[config.mk]
export PLATFORM = sky130hd
export DESIGN_NAME = clock_gen_lock_status
export DESIGN_NICKNAME = d
export VERILOG_FILES = /design/src/logic/clock_gen_lock_status.v
export VERILOG_INCLUDE_DIRS = /design/src /design/src/logic
export SDC_FILE = /design/constraint.sdc
export NUM_CORES = 1
export LEC_CHECK = 0
export ABC_CLOCK_PERIOD_IN_PS = 1700
export BUFFER_PORTS_ARGS = -buffer_cell sky130_fd_sc_hd__buf_2
export CAP_MARGIN = 20
export CORE_MARGIN = 4
export CORE_UTILIZATION = 42
export DETAILED_ROUTE_END_ITERATION = 8
export PLACE_DENSITY = 0.86
export SLEW_MARGIN = 25
export SYNTH_ARGS = -nofsm -noshare
export SYNTH_HDL_FRONTEND = slang
export SYNTH_SLANG_ARGS = --single-unit
[constraint.sdc]
create_clock -name i_clock -period 1.7 [get_ports i_clock]
set_clock_uncertainty 0.15 [all_clocks]
set_input_delay 0.17 -clock i_clock [delete_from_list [all_inputs] [get_ports i_clock]]
set_output_delay 0.17 -clock i_clock [all_outputs]
set_load 0.02 [all_outputs]
[src/logic/clock_gen_lock_status_map.vh]
`ifndef CLOCK_GEN_LOCK_STATUS_MAP_VH
`define CLOCK_GEN_LOCK_STATUS_MAP_VH

// ----------------------------------------------------------------------
// Register byte addresses on the bus.
// ----------------------------------------------------------------------
`define ADDR_STATUS_CONTROL 4'h0
`define ADDR_IRQ_STATUS 4'h4
`define ADDR_IRQ_MASK 4'h8
`define ADDR_CONTROL 4'hc

// ----------------------------------------------------------------------
// Status and control register fields.
// ----------------------------------------------------------------------
`define BIT_LOSS_OF_LOCK 7
`define BIT_LOCK 6
`define BIT_PLL_SELECT_STATUS 5
`define BIT_REF_SOURCE_STATUS 4
`define BIT_CLOCK_MODE_HI 3
`define BIT_CLOCK_MODE_LO 2

// ----------------------------------------------------------------------
// Control register fields.
// ----------------------------------------------------------------------
`define BIT_LOL_IRQ_ENABLE 0

// ----------------------------------------------------------------------
// Interrupt status and mask fields.
// ----------------------------------------------------------------------
`define BIT_IRQ_LOSS_OF_LOCK 0
`define BIT_IRQ_LOCK_GAINED 1

// ----------------------------------------------------------------------
// Clock mode encodings and operating mode codes.
// ----------------------------------------------------------------------
`define MODE_FLL 2'h0
`define MODE_INTERNAL_REF 2'h1
`define MODE_EXTERNAL_REF 2'h2
`define MODE_PLL 2'h3
`define OP_FLL_ENG_INT 3'h0
`define OP_FLL_BYP_INT 3'h1
`define OP_PLL_BYP_EXT 3'h2
`define OP_PLL_ENG_EXT 3'h3
`define OP_LOW_POWER_INT 3'h4
`define OP_LOW_POWER_EXT 3'h5

// ----------------------------------------------------------------------
// Reset values and timing.
// ----------------------------------------------------------------------
`define RESET_STATUS 8'h00
`define SYNC_STAGES 2

`endif

[src/logic/clock_gen_lock_status.v]
// Overview of operation
// - Set sticky loss-of-lock flag after lock lost
// - Loss-of-lock interrupt when enable set or its event unmasked
// - Reset or write one clears flag
// - Bit 6 shows lock; no detection loops off
// - Setting changes clear lock until reacquired
// - Stop mode clears lock until exit
// - Low-power bypass clears lock until exit
// - Bit 5 shows synchronized loop source
// - Bit 4 shows synchronized reference source
// - Bits 3:2 show synchronized clock mode
//
// Chosen here: the register addresses and the Wishbone interface to the registers.
`include "clock_gen_lock_status_map.vh"

module clock_gen_lock_status #(
  parameter SYNC_STAGES = `SYNC_STAGES
) (
  // Clock and reset.
  input wire i_clock,
  input wire i_rst,
  // Wishbone classic slave.
  input wire i_wb_cyc,
  input wire i_wb_stb,
  input wire i_wb_we,
  input wire [3:0] i_wb_adr,
  input wire [3:0] i_wb_sel,
  input wire [31:0] i_wb_dat,
  output reg [31:0] o_wb_dat,
  output reg o_wb_ack,
  // Clock generator configuration and raw state.
  input wire i_fll_enabled,
  input wire i_pll_enabled,
  input wire i_loop_in_tolerance,
  input wire i_ref_source_select,
  input wire i_pll_select,
  input wire [1:0] i_clock_select,
  input wire [2:0] i_ref_divider,
  input wire [7:0] i_internal_ref_adjust,
  input wire [3:0] i_vco_divider,
  input wire [2:0] i_op_mode,
  input wire i_stop_mode,
  // Interrupt and status outputs.
  output reg o_irq,
  output reg o_lock
);

  // --------------------------------------------------------------------
  // Synchronizers for the selections coming from the generator domain.
  // --------------------------------------------------------------------
  reg [SYNC_STAGES-1:0] sync_pll;
  reg [SYNC_STAGES-1:0] sync_ref;
  reg [SYNC_STAGES-1:0] sync_mode_hi;
  reg [SYNC_STAGES-1:0] sync_mode_lo;
  wire pll_select_status;
  wire ref_source_status;
  wire [1:0] clock_mode_status;

  // Each status only follows its select after the full chain.
  always @(posedge i_clock) begin
    if (i_rst) begin
      sync_pll <= {SYNC_STAGES{1'b0}};
      sync_ref <= {SYNC_STAGES{1'b1}};
      sync_mode_hi <= {SYNC_STAGES{1'b0}};
      sync_mode_lo <= {SYNC_STAGES{1'b0}};
    end else begin
      sync_pll <= {sync_pll[SYNC_STAGES-2:0], i_pll_select};
      sync_ref <= {sync_ref[SYNC_STAGES-2:0], i_ref_source_select};
      sync_mode_hi <= {sync_mode_hi[SYNC_STAGES-2:0], i_clock_select[1]};
      sync_mode_lo <= {sync_mode_lo[SYNC_STAGES-2:0], i_clock_select[0]};
    end
  end

  assign pll_select_status = sync_pll[SYNC_STAGES-1];
  assign ref_source_status = sync_ref[SYNC_STAGES-1];
  // Mode bits are read together at the end of the chain.
  assign clock_mode_status = {sync_mode_hi[SYNC_STAGES-1],
                              sync_mode_lo[SYNC_STAGES-1]};

  // --------------------------------------------------------------------
  // Change detection on settings that invalidate lock.
  // --------------------------------------------------------------------
  reg prev_ref_select;
  reg prev_pll_select;
  reg [2:0] prev_ref_divider;
  reg [7:0] prev_adjust;
  reg [3:0] prev_vco_divider;
  reg prev_stop;
  reg prev_low_power;
  wire in_internal_fll;
  wire in_external_pll;
  wire in_low_power;
  wire detect_on;
  wire settings_changed;
  wire lock_kill;

  assign in_internal_fll = (i_op_mode == `OP_FLL_ENG_INT) ||
                           (i_op_mode == `OP_FLL_BYP_INT);
  assign in_external_pll = (i_op_mode == `OP_PLL_BYP_EXT) ||
                           (i_op_mode == `OP_PLL_ENG_EXT);
  assign in_low_power = (i_op_mode == `OP_LOW_POWER_INT) ||
                        (i_op_mode == `OP_LOW_POWER_EXT);
  // Both loops off means nothing to detect.
  assign detect_on = (i_fll_enabled | i_pll_enabled) & ~in_low_power;

  assign settings_changed =
    (i_ref_source_select != prev_ref_select) ||
    (i_pll_select != prev_pll_select) ||
    (i_ref_divider != prev_ref_divider) ||
    (in_internal_fll && (i_internal_ref_adjust != prev_adjust)) ||
    (in_external_pll && (i_vco_divider != prev_vco_divider));

  // Kill events: setting change, stop entry, low-power entry or held modes.
  assign lock_kill = settings_changed ||
                     (i_stop_mode && !prev_stop) || i_stop_mode ||
                     (in_low_power && !prev_low_power) ||
                     !detect_on;

  // Previous values are kept for edge and change detection.
  always @(posedge i_clock) begin
    if (i_rst) begin
      prev_ref_select <= 1'b1;
      prev_pll_select <= 1'b0;
      prev_ref_divider <= 3'h0;
      prev_adjust <= 8'h00;
      prev_vco_divider <= 4'h0;
      prev_stop <= 1'b0;
      prev_low_power <= 1'b0;
    end else begin
      prev_ref_select <= i_ref_source_select;
      prev_pll_select <= i_pll_select;
      prev_ref_divider <= i_ref_divider;
      prev_adjust <= i_internal_ref_adjust;
      prev_vco_divider <= i_vco_divider;
      prev_stop <= i_stop_mode;
      prev_low_power <= in_low_power;
    end
  end

  // --------------------------------------------------------------------
  // Lock indication and sticky loss-of-lock flag.
  // --------------------------------------------------------------------
  reg lock;
  reg ever_locked;
  reg loss_of_lock_flag;
  reg loss_of_lock_irq_enable;
  reg [1:0] irq_status;
  reg [1:0] irq_mask;
  wire lost_event;
  wire gained_event;
  wire bus_req;
  wire wr_lane0;
  wire [1:0] w1c_status;
  wire clear_lol;

  // A lock is lost only if it was held; a forced clear is not a drift.
  assign lost_event = lock && detect_on && !i_loop_in_tolerance &&
                      !settings_changed && !i_stop_mode;
  assign gained_event = !lock && !lock_kill && i_loop_in_tolerance;

  assign bus_req = i_wb_cyc && i_wb_stb && !o_wb_ack;
  assign wr_lane0 = bus_req && i_wb_we && i_wb_sel[0];
  assign clear_lol = wr_lane0 && (i_wb_adr == `ADDR_STATUS_CONTROL) &&
                     i_wb_dat[`BIT_LOSS_OF_LOCK];
  assign w1c_status = (wr_lane0 && (i_wb_adr == `ADDR_IRQ_STATUS)) ?
                      i_wb_dat[1:0] : 2'h0;

  // Lock only rises after the loop is in tolerance with no kill pending.
  always @(posedge i_clock) begin
    if (i_rst) begin
      lock <= 1'b0;
      ever_locked <= 1'b0;
    end else begin
      if (lock_kill) begin
        lock <= 1'b0;
      end else if (i_loop_in_tolerance) begin
        lock <= 1'b1;
      end else begin
        lock <= 1'b0;
      end
      if (gained_event) begin
        ever_locked <= 1'b1;
      end
    end
  end

  // Set wins over a simultaneous write-one clear.
  always @(posedge i_clock) begin
    if (i_rst) begin
      loss_of_lock_flag <= 1'b0;
    end else if (lost_event && ever_locked) begin
      loss_of_lock_flag <= 1'b1;
    end else if (clear_lol && loss_of_lock_flag) begin
      loss_of_lock_flag <= 1'b0;
    end
  end

  // --------------------------------------------------------------------
  // Interrupt status, mask and output.
  // --------------------------------------------------------------------
  wire [1:0] irq_events;
  assign irq_events = {gained_event, lost_event && ever_locked};

  // Sticky bits; a new event beats a write-one clear in the same cycle.
  always @(posedge i_clock) begin
    if (i_rst) begin
      irq_status <= 2'h0;
    end else begin
      irq_status <= irq_events | (irq_status & ~w1c_status);
    end
  end

  // The flag request and the generic status request share one line.
  always @(posedge i_clock) begin
    if (i_rst) begin
      o_irq <= 1'b0;
      o_lock <= 1'b0;
    end else begin
      o_irq <= (loss_of_lock_flag && loss_of_lock_irq_enable) ||
               (|(irq_status & irq_mask));
      o_lock <= lock;
    end
  end

  // --------------------------------------------------------------------
  // Wishbone register access.
  // --------------------------------------------------------------------
  // Ack comes one cycle after the request and drops the cycle after.
  always @(posedge i_clock) begin
    if (i_rst) begin
      o_wb_ack <= 1'b0;
      o_wb_dat <= 32'h00000000;
      loss_of_lock_irq_enable <= 1'b0;
      irq_mask <= 2'h0;
    end else begin
      o_wb_ack <= bus_req;
      o_wb_dat <= 32'h00000000;
      if (wr_lane0 && (i_wb_adr == `ADDR_CONTROL)) begin
        loss_of_lock_irq_enable <= i_wb_dat[`BIT_LOL_IRQ_ENABLE];
      end
      if (wr_lane0 && (i_wb_adr == `ADDR_IRQ_MASK)) begin
        irq_mask <= i_wb_dat[1:0];
      end
      // Status bits 6 to 2 have no write path at all.
      if (bus_req && !i_wb_we) begin
        case (i_wb_adr)
          `ADDR_STATUS_CONTROL: begin
            o_wb_dat <= {24'h000000, loss_of_lock_flag, lock,
                         pll_select_status, ref_source_status,
                         clock_mode_status, 2'h0};
          end
          `ADDR_IRQ_STATUS: begin
            o_wb_dat <= {30'h0, irq_status};
          end
          `ADDR_IRQ_MASK: begin
            o_wb_dat <= {30'h0, irq_mask};
          end
          `ADDR_CONTROL: begin
            o_wb_dat <= {31'h0, loss_of_lock_irq_enable};
          end
          default: begin
            o_wb_dat <= 32'h00000000;
          end
        endcase
      end
    end
  end

endmodule

==> results of run 1 <==
flip-flops by register name (all words and copies together), names as in the netlist, 2 cells and up:
signal / flops
sync_mode_hi: 2
prev_adjust: 8
prev_ref_divider: 3
sync_pll: 2
prev_vco_divider: 4
irq_mask: 2
sync_ref: 2
sync_mode_lo: 2
irq_status: 2
o_wb_dat: 8
worst register-to-register path: cells and delay by family, from the launching register on:
family / cells / cell delay (ns)
simple gates: 2 / 0.47
compound gates: 2 / 0.40
flops: 1 / 0.32
xor+xnor: 1 / 0.15
metal layers:
| layer | wire length [um] | up-vias | GRT usage [%] |
|---|---|---|---|
| li1 | - | 654 | - |
| met1 | 1240 | 589 | 14.1 |
| met4 | 18 | 0 | 4.38 |
| met2 | 1700 | 39 | 22.0 |
| met3 | 213 | 2 | 4.63 |
| met5 | 0 | - | 0 |
logic make-up after synthesis:
group	after synthesis
and+or+nand+nor	69
DFF	42
buffers and inverters	28
xor gates and xnor gates	17
AOI/OAI and AO/OA	11
muxes	2
other	1
final cells by class:
cell class	instances	share of cell area, %
flip-flops and latches	42	37.2
repair buffers	70	20.6
multi-input cells	123	35.6
clock inverters	3	0.831
well taps	48	2.66
clock buffers	5	3.05
power groups by stage:
stage               Combinational [mW]  Clock (mW)  Sequential, mW
global route                     0.273       0.705            1.03
global placement                 0.195           0            1.05
finish                           0.248       0.626            1.02
detailed placement               0.198           0            1.05
floorplan                        0.170           0            1.05
CTS                              0.238       0.660            1.02
worst min-delay path by stage:
stage / cells past startpoint / start / slack, ns / to
after global routing: 2 / i_loop_in_tolerance / 0.02 / lock
final: 2 / i_loop_in_tolerance / 0.04 / lock
after floorplan: 1 / i_rst / 0.10 / o_wb_ack
after CTS: 2 / i_loop_in_tolerance / 0.02 / lock
after global placement: 2 / i_ref_source_select / 0.23 / sync_ref[0]
after detailed placement: 2 / i_clock_select[0] / 0.23 / sync_mode_lo[0]
through the flow:
step	utilization, %	cell area [um2]	power [mW]
final	59.5	2260	1.90
after global routing	59.5	2260	2.01
after CTS	58.4	2220	1.92
after detailed placement	50.3	1910	1.25
after global placement	50.3	1910	1.24
after floorplan	-	1800	1.22
placed cells by master, fill, tap and decap left out, types with 2 or more instances in the layout:
master / n
buf_2: 47
dfxtp_1: 42
nor2b_1: 25
conb_1: 24
dlygate4sd3_1: 21
xnor2_1: 16
nand2_1: 7
nor2_1: 6
nand3_1: 6
and2_1: 6
clkbuf_8: 5
nand4_1: 4
nand3b_1: 4
or2_1: 2
nor4_4: 2
nand2b_1: 2
a21oi_1: 2
a22oi_1: 2
clkinv_2: 2
timing repair:
action / in CTS / in global routing
endpoints found under the setup margin: 0 / 5
hold buffers: 22 / 0
endpoints found under the hold margin: 23 / 0
resized for setup: 0 / 8
==> metrics.txt, run 1 <==
die area=5160 um2; Crit path largest cell delay=0.54 ns; Hold Fails Final Rpt=0; initial antenna violation count=0; fillcell total=340; CTS Buf Count=5; aggregate global routing overflow=0; internal power=1.42 mW; Tot GR Track Use=12.6%; flop2flop setup slack=0.12 ns; Area growth, synth to finish=31.9%; synth unique cells=30; drc violations=0; minimum clock period=1.59 ns; mux contribution to synthesized area=1.24%; Critical path buffers and inverters=2; Synth area leader=dfxtp_1; routed wire length=3.17 mm; Final Max Slew Viols=0; H-tree Lvls=2; Worst Setup EP=irq_status[0]; setup bufs post-CTS=0; Reg power frac=53.9%; slowest CP cell=dlygate4sd3_1; WL per Instance=10.9 um; worst hold slack=0.0426 ns; Achievable Freq=630 MHz; EDFF count, synth=0; data arrival time of the critical path=1.61 ns; Post-Place Cells=262; TritonRoute pass-1 iters=4; core area=3800 um2; clock buffer depth=2; Main synth FF type=dfxtp_1; sequential area share after synthesis=49.1%; Leakage=0.957 nW; worst setup margin=0.112 ns; Switch Pwr=0.479 mW; antenna cells=0; clock transition at the registers of the reported paths=0.08 ns; run status=finished clean; r2r startpoint=sync_pll[0]; Final Instance Count excl. Fillers=291; vias in the first global route=1200; Crit. path cell count=7; CP Launch Point=i_internal_ref_adjust[3]; syn_area_per_cell=10.1 um2; Synth top area share=49.1%; most frequent cells after synthesis=42 x dfxtp_1, 25 x nor2b_1, 24 x buf_4, 17 x xnor2_1; share of cells above drive strength 1=27.2%; largest net degree at the start of global routing=31; worst skew pair latency=0.29 ns; largest family of logic cells by synthesized area=simple AND/OR/NAND/NOR gates; HPWL Detailed=2.22 mm; worst vdd ir=519 uV; Clock power frac=33.0%; Worst Setup End Kind=flop; Seq cells post-synth=42; Net Sw Frac=25.2%; compound-cell area share of the yosys netlist=4.82%; global-route wire length before repair=5.13 mm; IO Count=106; CP max FO=5; height of the die=71.8 um; max-cap check violation count=0; port buffer count=48; Reg2Reg Depth=5; setup TNS=0 ns; Register Area=841 um2; Multi-input gate area=805 um2; Synth area leaders=dfxtp_1 49%, buf_4 11%, nor2b_1 9.1%, xnor2_1 8.7%, and2_1 2.2%; Synth Area in Simple Gates=24.5%; Starting DRT DRC Count=43; combinational share of power=13.1%; die width=71.8 um; critical path class=in -> reg; gp weighted congestion=0.795; Cells after Synth=170; synth warn=0; Worst Hold Class=in -> reg; pre-CTS setup slack=0.112 ns; drt via density=4.41; clock sink count=42; largest delay contributor family on the critical path=buffers and inverters; pwr/cell area=841 nW/um2; NumNets Final=313; final setup vio count=0; root buffer cell=clkbuf_8; crit-path cells=dlygate4sd3_1, buf_2, xnor2_1, nand4_1, nor2_2, o311ai_4, o22ai_1; Mapped Area=1710 um2; critical path data required time=1.72 ns; Critical R2R Capture=irq_status[1]; XOR/XNOR Fraction of Synth Area=8.70%; fraction of the mapped netlist area in adder cells=0%; antenna viol nets, final=0; initial core utilization=45.1%; final period utilization=93.4%; ys async rst share=0%; most frequent cell after synthesis=dfxtp_1; CTS tree=built; DR vias=1284; Cell Rows=22; startpoint types=input port
Note: power is estimated with default switching activity, not from simulation.
==> run 2, diff against run 1 <==
--- a/config.mk
+++ b/config.mk
@@ -13,6 +13,7 @@
 export CORE_UTILIZATION = 42
 export DETAILED_ROUTE_END_ITERATION = 8
 export PLACE_DENSITY = 0.86
+export RECOVER_POWER = 25
 export SLEW_MARGIN = 25
 export SYNTH_ARGS = -nofsm -noshare
 export SYNTH_HDL_FRONTEND = slang
==> constraint.sdc (replaced) <==
create_clock -name i_clock -period 1.7 [get_ports i_clock]
set_clock_uncertainty 0.15 [all_clocks]
set_input_delay 0.17 -clock i_clock [delete_from_list [all_inputs] [get_ports i_clock]]
set_output_delay 0.17 -clock i_clock [all_outputs]
set_load 0.01 [all_outputs]
==> run 2 against run 1 <==
Compared with the run above: clock power about the same; sequential cell count unchanged; die area unchanged; clock-buffer cell count unchanged.
==> metrics.txt, run 2 (synthesized netlist as in run 1, its figures left out) <==
antenna cells=0 (unchanged); CP max FO=5 (unchanged); final core utilization=59.1% (-0.40 points); Top Registers=o_wb_dat: 8 flops, prev_adjust: 8 flops, prev_vco_divider: 4 flops; worst setup margin=0.112 ns (+0.0000350 ns); Cell Rows=22 (unchanged); core area=3800 um2 (unchanged); drt via density=4.41 (-0.16%); critical path class=in -> reg; CTS Buf Count=5 (unchanged); most frequent cells in the layout=42 x dfxtp_1, 35 x buf_2, 25 x nor2b_1, 24 x conb_1, 21 x dlygate4sd3_1; WL per Instance=11.0 um (+0.50%); CP Launch Point=i_internal_ref_adjust[3]; pre-CTS setup slack=0.112 ns (unchanged); Worst Setup End Kind=flop; total power draw=1.87 mW (-1.3%); final period utilization=93.4% (about the same); height of the die=71.8 um (unchanged); run status=finished clean; antenna viol nets, final=0 (unchanged); clock sink count=42 (unchanged); HPWL Detailed=2.22 mm (unchanged); hold_sp=i_loop_in_tolerance; CTS tree=built; final setup vio count=0 (unchanged); DR vias=1282 (-0.16%); H-tree Lvls=2 (unchanged); initial antenna violation count=0 (unchanged); Final Max Slew Viols=0 (unchanged); root buffer cell=clkbuf_8; global-route wire length before repair=5.13 mm (unchanged); r2r startpoint=sync_pll[0]; Hold Crit Depth=2 (unchanged); port buffer count=48 (unchanged); commonest non-fill, non-tap cell in the layout=dfxtp_1; TritonRoute pass-1 iters=4 (unchanged); drc violations=0 (unchanged); worst vdd ir=519 uV (about the same); Post-Place Cells=262 (unchanged); flop2flop setup slack=0.12 ns (about the same); die width=71.8 um (unchanged); Achievable Freq=630 MHz (about the same); Hold EP=lock; vias in the first global route=1200 (unchanged); worst skew pair latency=0.29 ns (about the same); NumNets Final=313 (unchanged); Worst Hold Class=in -> reg; die area=5160 um2 (unchanged); Area growth, synth to finish=31.1%; max-cap check violation count=0 (unchanged); Critical R2R Capture=irq_status[1]; Reg2Reg Depth=5 (unchanged); initial core utilization=45.1% (unchanged); aggregate global routing overflow=0 (unchanged); gp weighted congestion=0.795 (unchanged); data arrival time of the critical path=1.61 ns (about the same); largest net degree at the start of global routing=31 (unchanged); setup TNS=0 ns (unchanged); startpoint types=input port; share of cells above drive strength 1=22.2% (-4.9 points); Hold Fails Final Rpt=0 (unchanged); clock transition at the registers of the reported paths=0.08 ns (about the same); clock buffer depth=2 (unchanged); Final Instance Count excl. Fillers=291 (unchanged); pwr/cell area=835 nW/um2 (-0.62%); routed wire length=3.19 mm (+0.50%); minimum clock period=1.59 ns (-0.0000350 ns); Tot GR Track Use=12.6% (unchanged); Starting DRT DRC Count=43 (unchanged); critical path data required time=1.72 ns (about the same); IO Count=106 (unchanged); Leakage=0.906 nW (-5.3%)
[run 2: cell types whose count changed in the layout (fill, tap and decap cells not counted), sizes merged]
cell,previous run,this run
buf,48,36
clkbuf,5,17
[run 2: layout make-up]
type	count	area, um2
Fill cell	343	1560
Sequential cell	42	841
Multi-Input combinational cell	123	805
Timing Repair Buffer	70	450
Clock buffer	5	68.8
Tap cell	48	60.1
Clock inverter	3	18.8
[run 2: worst max-delay path by stage]
| stage | end | slack (ns) | cells after the start |
|---|---|---|---|
| 2_1_floorplan | loss_of_lock_irq_enable | 0.23 | 5 |
| 3_3_place_gp | ever_locked | 0.13 | 5 |
| 3_5_place_dp | ever_locked | 0.11 | 5 |
| 4_1_cts | irq_status[1] | 0.04 | 7 |
| 5_1_grt | irq_status[1] | -0.002 | 5 |
| 6_report | irq_status[0] | 0.11 | 7 |
[run 2: timing repair]
action	in CTS	in global routing
gates resized for setup	0	8
setup endpoints to repair	0	5
endpoints found under the hold margin	23	0
setup buffers	0	0
hold buffers	22	0
[run 2: per-layer routing]
| layer | part of all wire, % | global-route usage (%) | up-vias |
|---|---|---|---|
| met5 | 0 | 0 | - |
| met4 | 0.56 | 4.38 | 0 |
| met3 | 6.9 | 4.63 | 2 |
| met2 | 53 | 22.0 | 39 |
| met1 | 39 | 14.1 | 587 |
| li1 | - | - | 654 |
[run 2: where the power goes]
part	internal, mW	leakage [nW]	switching [mW]	total, mW
sequential	1.01	0.344	0.0113	1.02
combinational	0.117	0.513	0.107	0.224
clock	0.289	0.0483	0.337	0.626
total	1.42	0.906	0.455	1.87
[run 2: per-stage QoR]
stage	hold slack (ns)	area (um2)
final	0.0426	2240
after global routing	0.0231	2240
after CTS	0.0175	2220
after detailed placement	0.235	1910
after global placement	0.228	1910
after floorplan	0.104	1800
[run 2: worst max-delay path, cell delays in order]
cell and delay [ns]:
dlygate4sd3_1 0.54, buf_2 0.13, xnor2_1 0.12, nand4_1 0.11, nor2_2 0.05, o311ai_4 0.33
o22ai_1 0.14
==> run 3, diff against run 2 <==
--- a/config.mk
+++ b/config.mk
@@ -12,7 +12,7 @@
 export CORE_MARGIN = 4
 export CORE_UTILIZATION = 42
 export DETAILED_ROUTE_END_ITERATION = 8
-export PLACE_DENSITY = 0.86
+export PLACE_DENSITY_LB_ADDON = 0.2
 export RECOVER_POWER = 25
 export SLEW_MARGIN = 25
 export SYNTH_ARGS = -nofsm -noshare
==> run 3 against run 2 <==
Compared with the run above: register-to-register slack better by 0.02 ns; sequential power about the same; maximum frequency up 0.96%; via count down 0.86%; largest power group unchanged.
==> metrics.txt, run 3 (synthesized netlist as in run 1, its figures left out) <==
Final Max Slew Viols=0 (unchanged); drc violations=0 (unchanged); commonest non-fill, non-tap cell in the layout=buf_2; Area growth, synth to finish=32.7%; worst hold slack=0.00870 ns (-0.0339 ns); minimum clock period=1.57 ns (-0.0150 ns); Register Area=841 um2 (unchanged); Multi-input gate area=783 um2 (-2.6%); r2r startpoint=sync_ref[0]; worst vdd ir=613 uV (+18%); H-tree Lvls=2 (unchanged); CP max FO=5 (unchanged); data arrival time of the critical path=1.59 ns (-0.02 ns); Cell Rows=22 (unchanged); placed instance area=1910 um2 (unchanged); antenna cells=0 (unchanged); Worst Setup EP=irq_status[0]; Critical R2R Capture=irq_status[1]; final core utilization=59.8% (+0.72 points); Tot GR Track Use=12.6% (-0.084 points); initial core utilization=45.1% (unchanged); Hold Fails Final Rpt=0 (unchanged); vias in the first global route=1185 (-1.3%); pwr/cell area=956 nW/um2 (+14%); critical path class=in -> reg; CP Launch Point=i_internal_ref_adjust[3]; Achievable Freq=636 MHz (+0.96%); aggregate global routing overflow=0 (unchanged); global-route wire length before repair=5.04 mm (-1.7%); antenna viol nets, final=0 (unchanged); clock sink count=42 (unchanged); run status=finished clean; Worst Max-Slew Pin Slew=0.685 ns; drt via density=4.38 (-0.52%); Top Registers=o_wb_dat: 8 flops, prev_adjust: 8 flops, prev_vco_divider: 4 flops; largest net degree at the start of global routing=23 (-26%); startpoint types=input port; Starting DRT DRC Count=48 (+12%); Leakage=0.954 nW (+5.3%); Worst Setup End Kind=flop; NumNets Final=312 (-0.32%); total power draw=2.17 mW (+16%); final setup vio count=0 (unchanged); gp weighted congestion=0.815 (+2.4%); clock transition at the registers of the reported paths=0.08 ns (about the same); root buffer cell=clkbuf_8; WL per Instance=10.8 um (-0.98%); port buffer count=48 (unchanged); DR vias=1271 (-0.86%); worst setup margin=0.127 ns (+0.0150 ns); setup TNS=0 ns (unchanged); pre-CTS setup slack=0.119 ns (+0.00665 ns); HPWL Detailed=2.10 mm (-5.3%); CTS tree=built; die width=71.8 um (unchanged); share of cells above drive strength 1=24.4% (+2.2 points); Post-Place Cells=262 (unchanged); Worst Hold Class=in -> reg; core area=3800 um2 (unchanged); critical path data required time=1.71 ns (about the same); TritonRoute pass-1 iters=4 (unchanged); routed wire length=3.15 mm (-1.3%); Rel. slew slack=54.3%; fillcell total=344 (+0.29%); Finished Cell Area=2270 um2 (+1.2%); most frequent cells in the layout=45 x buf_2, 42 x dfxtp_1, 25 x nor2b_1, 24 x conb_1, 20 x dlygate4sd3_1; worst skew pair latency=0.29 ns (about the same); Final Instance Count excl. Fillers=290 (-0.34%); Reg2Reg Depth=5 (unchanged); initial antenna violation count=0 (unchanged); flop2flop setup slack=0.14 ns (+0.02 ns); height of the die=71.8 um (unchanged); clock buffer depth=2 (unchanged); IO Count=106 (unchanged); max-cap check violation count=0 (unchanged); setup bufs post-CTS=0 (unchanged); die area=5160 um2 (unchanged); final period utilization=92.5% (-0.88 points); CTS Buf Count=5 (unchanged)
[run 3: where the power goes]
part	switching [mW]	internal (mW)	total (mW)	leakage (nW)
sequential	0.0104	1.01	1.02	0.344
combinational	0.105	0.112	0.218	0.541
clock	0.343	0.588	0.931	0.0683
[run 3: worst min-delay path by stage]
stage | from | to | slack, ns | depth (start not counted)
2_1_floorplan | i_rst | o_wb_ack | 0.10 | 1
3_3_place_gp | i_clock_select[1] | sync_mode_hi[0] | 0.23 | 2
3_5_place_dp | i_clock_select[1] | sync_mode_hi[0] | 0.24 | 2
4_1_cts | i_wb_dat[1] | irq_mask[1] | 0.0001 | 3
5_1_grt | i_wb_dat[1] | irq_mask[1] | 0.03 | 3
6_report | i_wb_dat[1] | irq_mask[1] | 0.009 | 3
[run 3: routing by layer]
layer | share of wire (%) | track usage (%)
met1 | 41 | 14.6
met3 | 10 | 3.93
met4 | 1.6 | 6.26
met2 | 47 | 20.8
met5 | 0 | 0
[run 3: critical path: stages]
cell,delay [ns]
dlygate4sd3_1,0.55
buf_2,0.13
xnor2_1,0.12
nand4_1,0.11
nor2_2,0.06
o311ai_4,0.31
o22ai_1,0.14
[run 3: what timing repair did]
item,CTS,global route
hold endpoints to repair,21,0
hold buffers,21,0
setup endpoints to repair,0,5
resized for setup,0,4
[run 3: layout make-up]
cell class	instances	share of cell area, %
clock buffer	5	3.03
clock inverter	3	3.03
multi-input combinational	123	34.5
sequential	42	37.0
tap	48	2.64
timing repair buffer	69	19.8
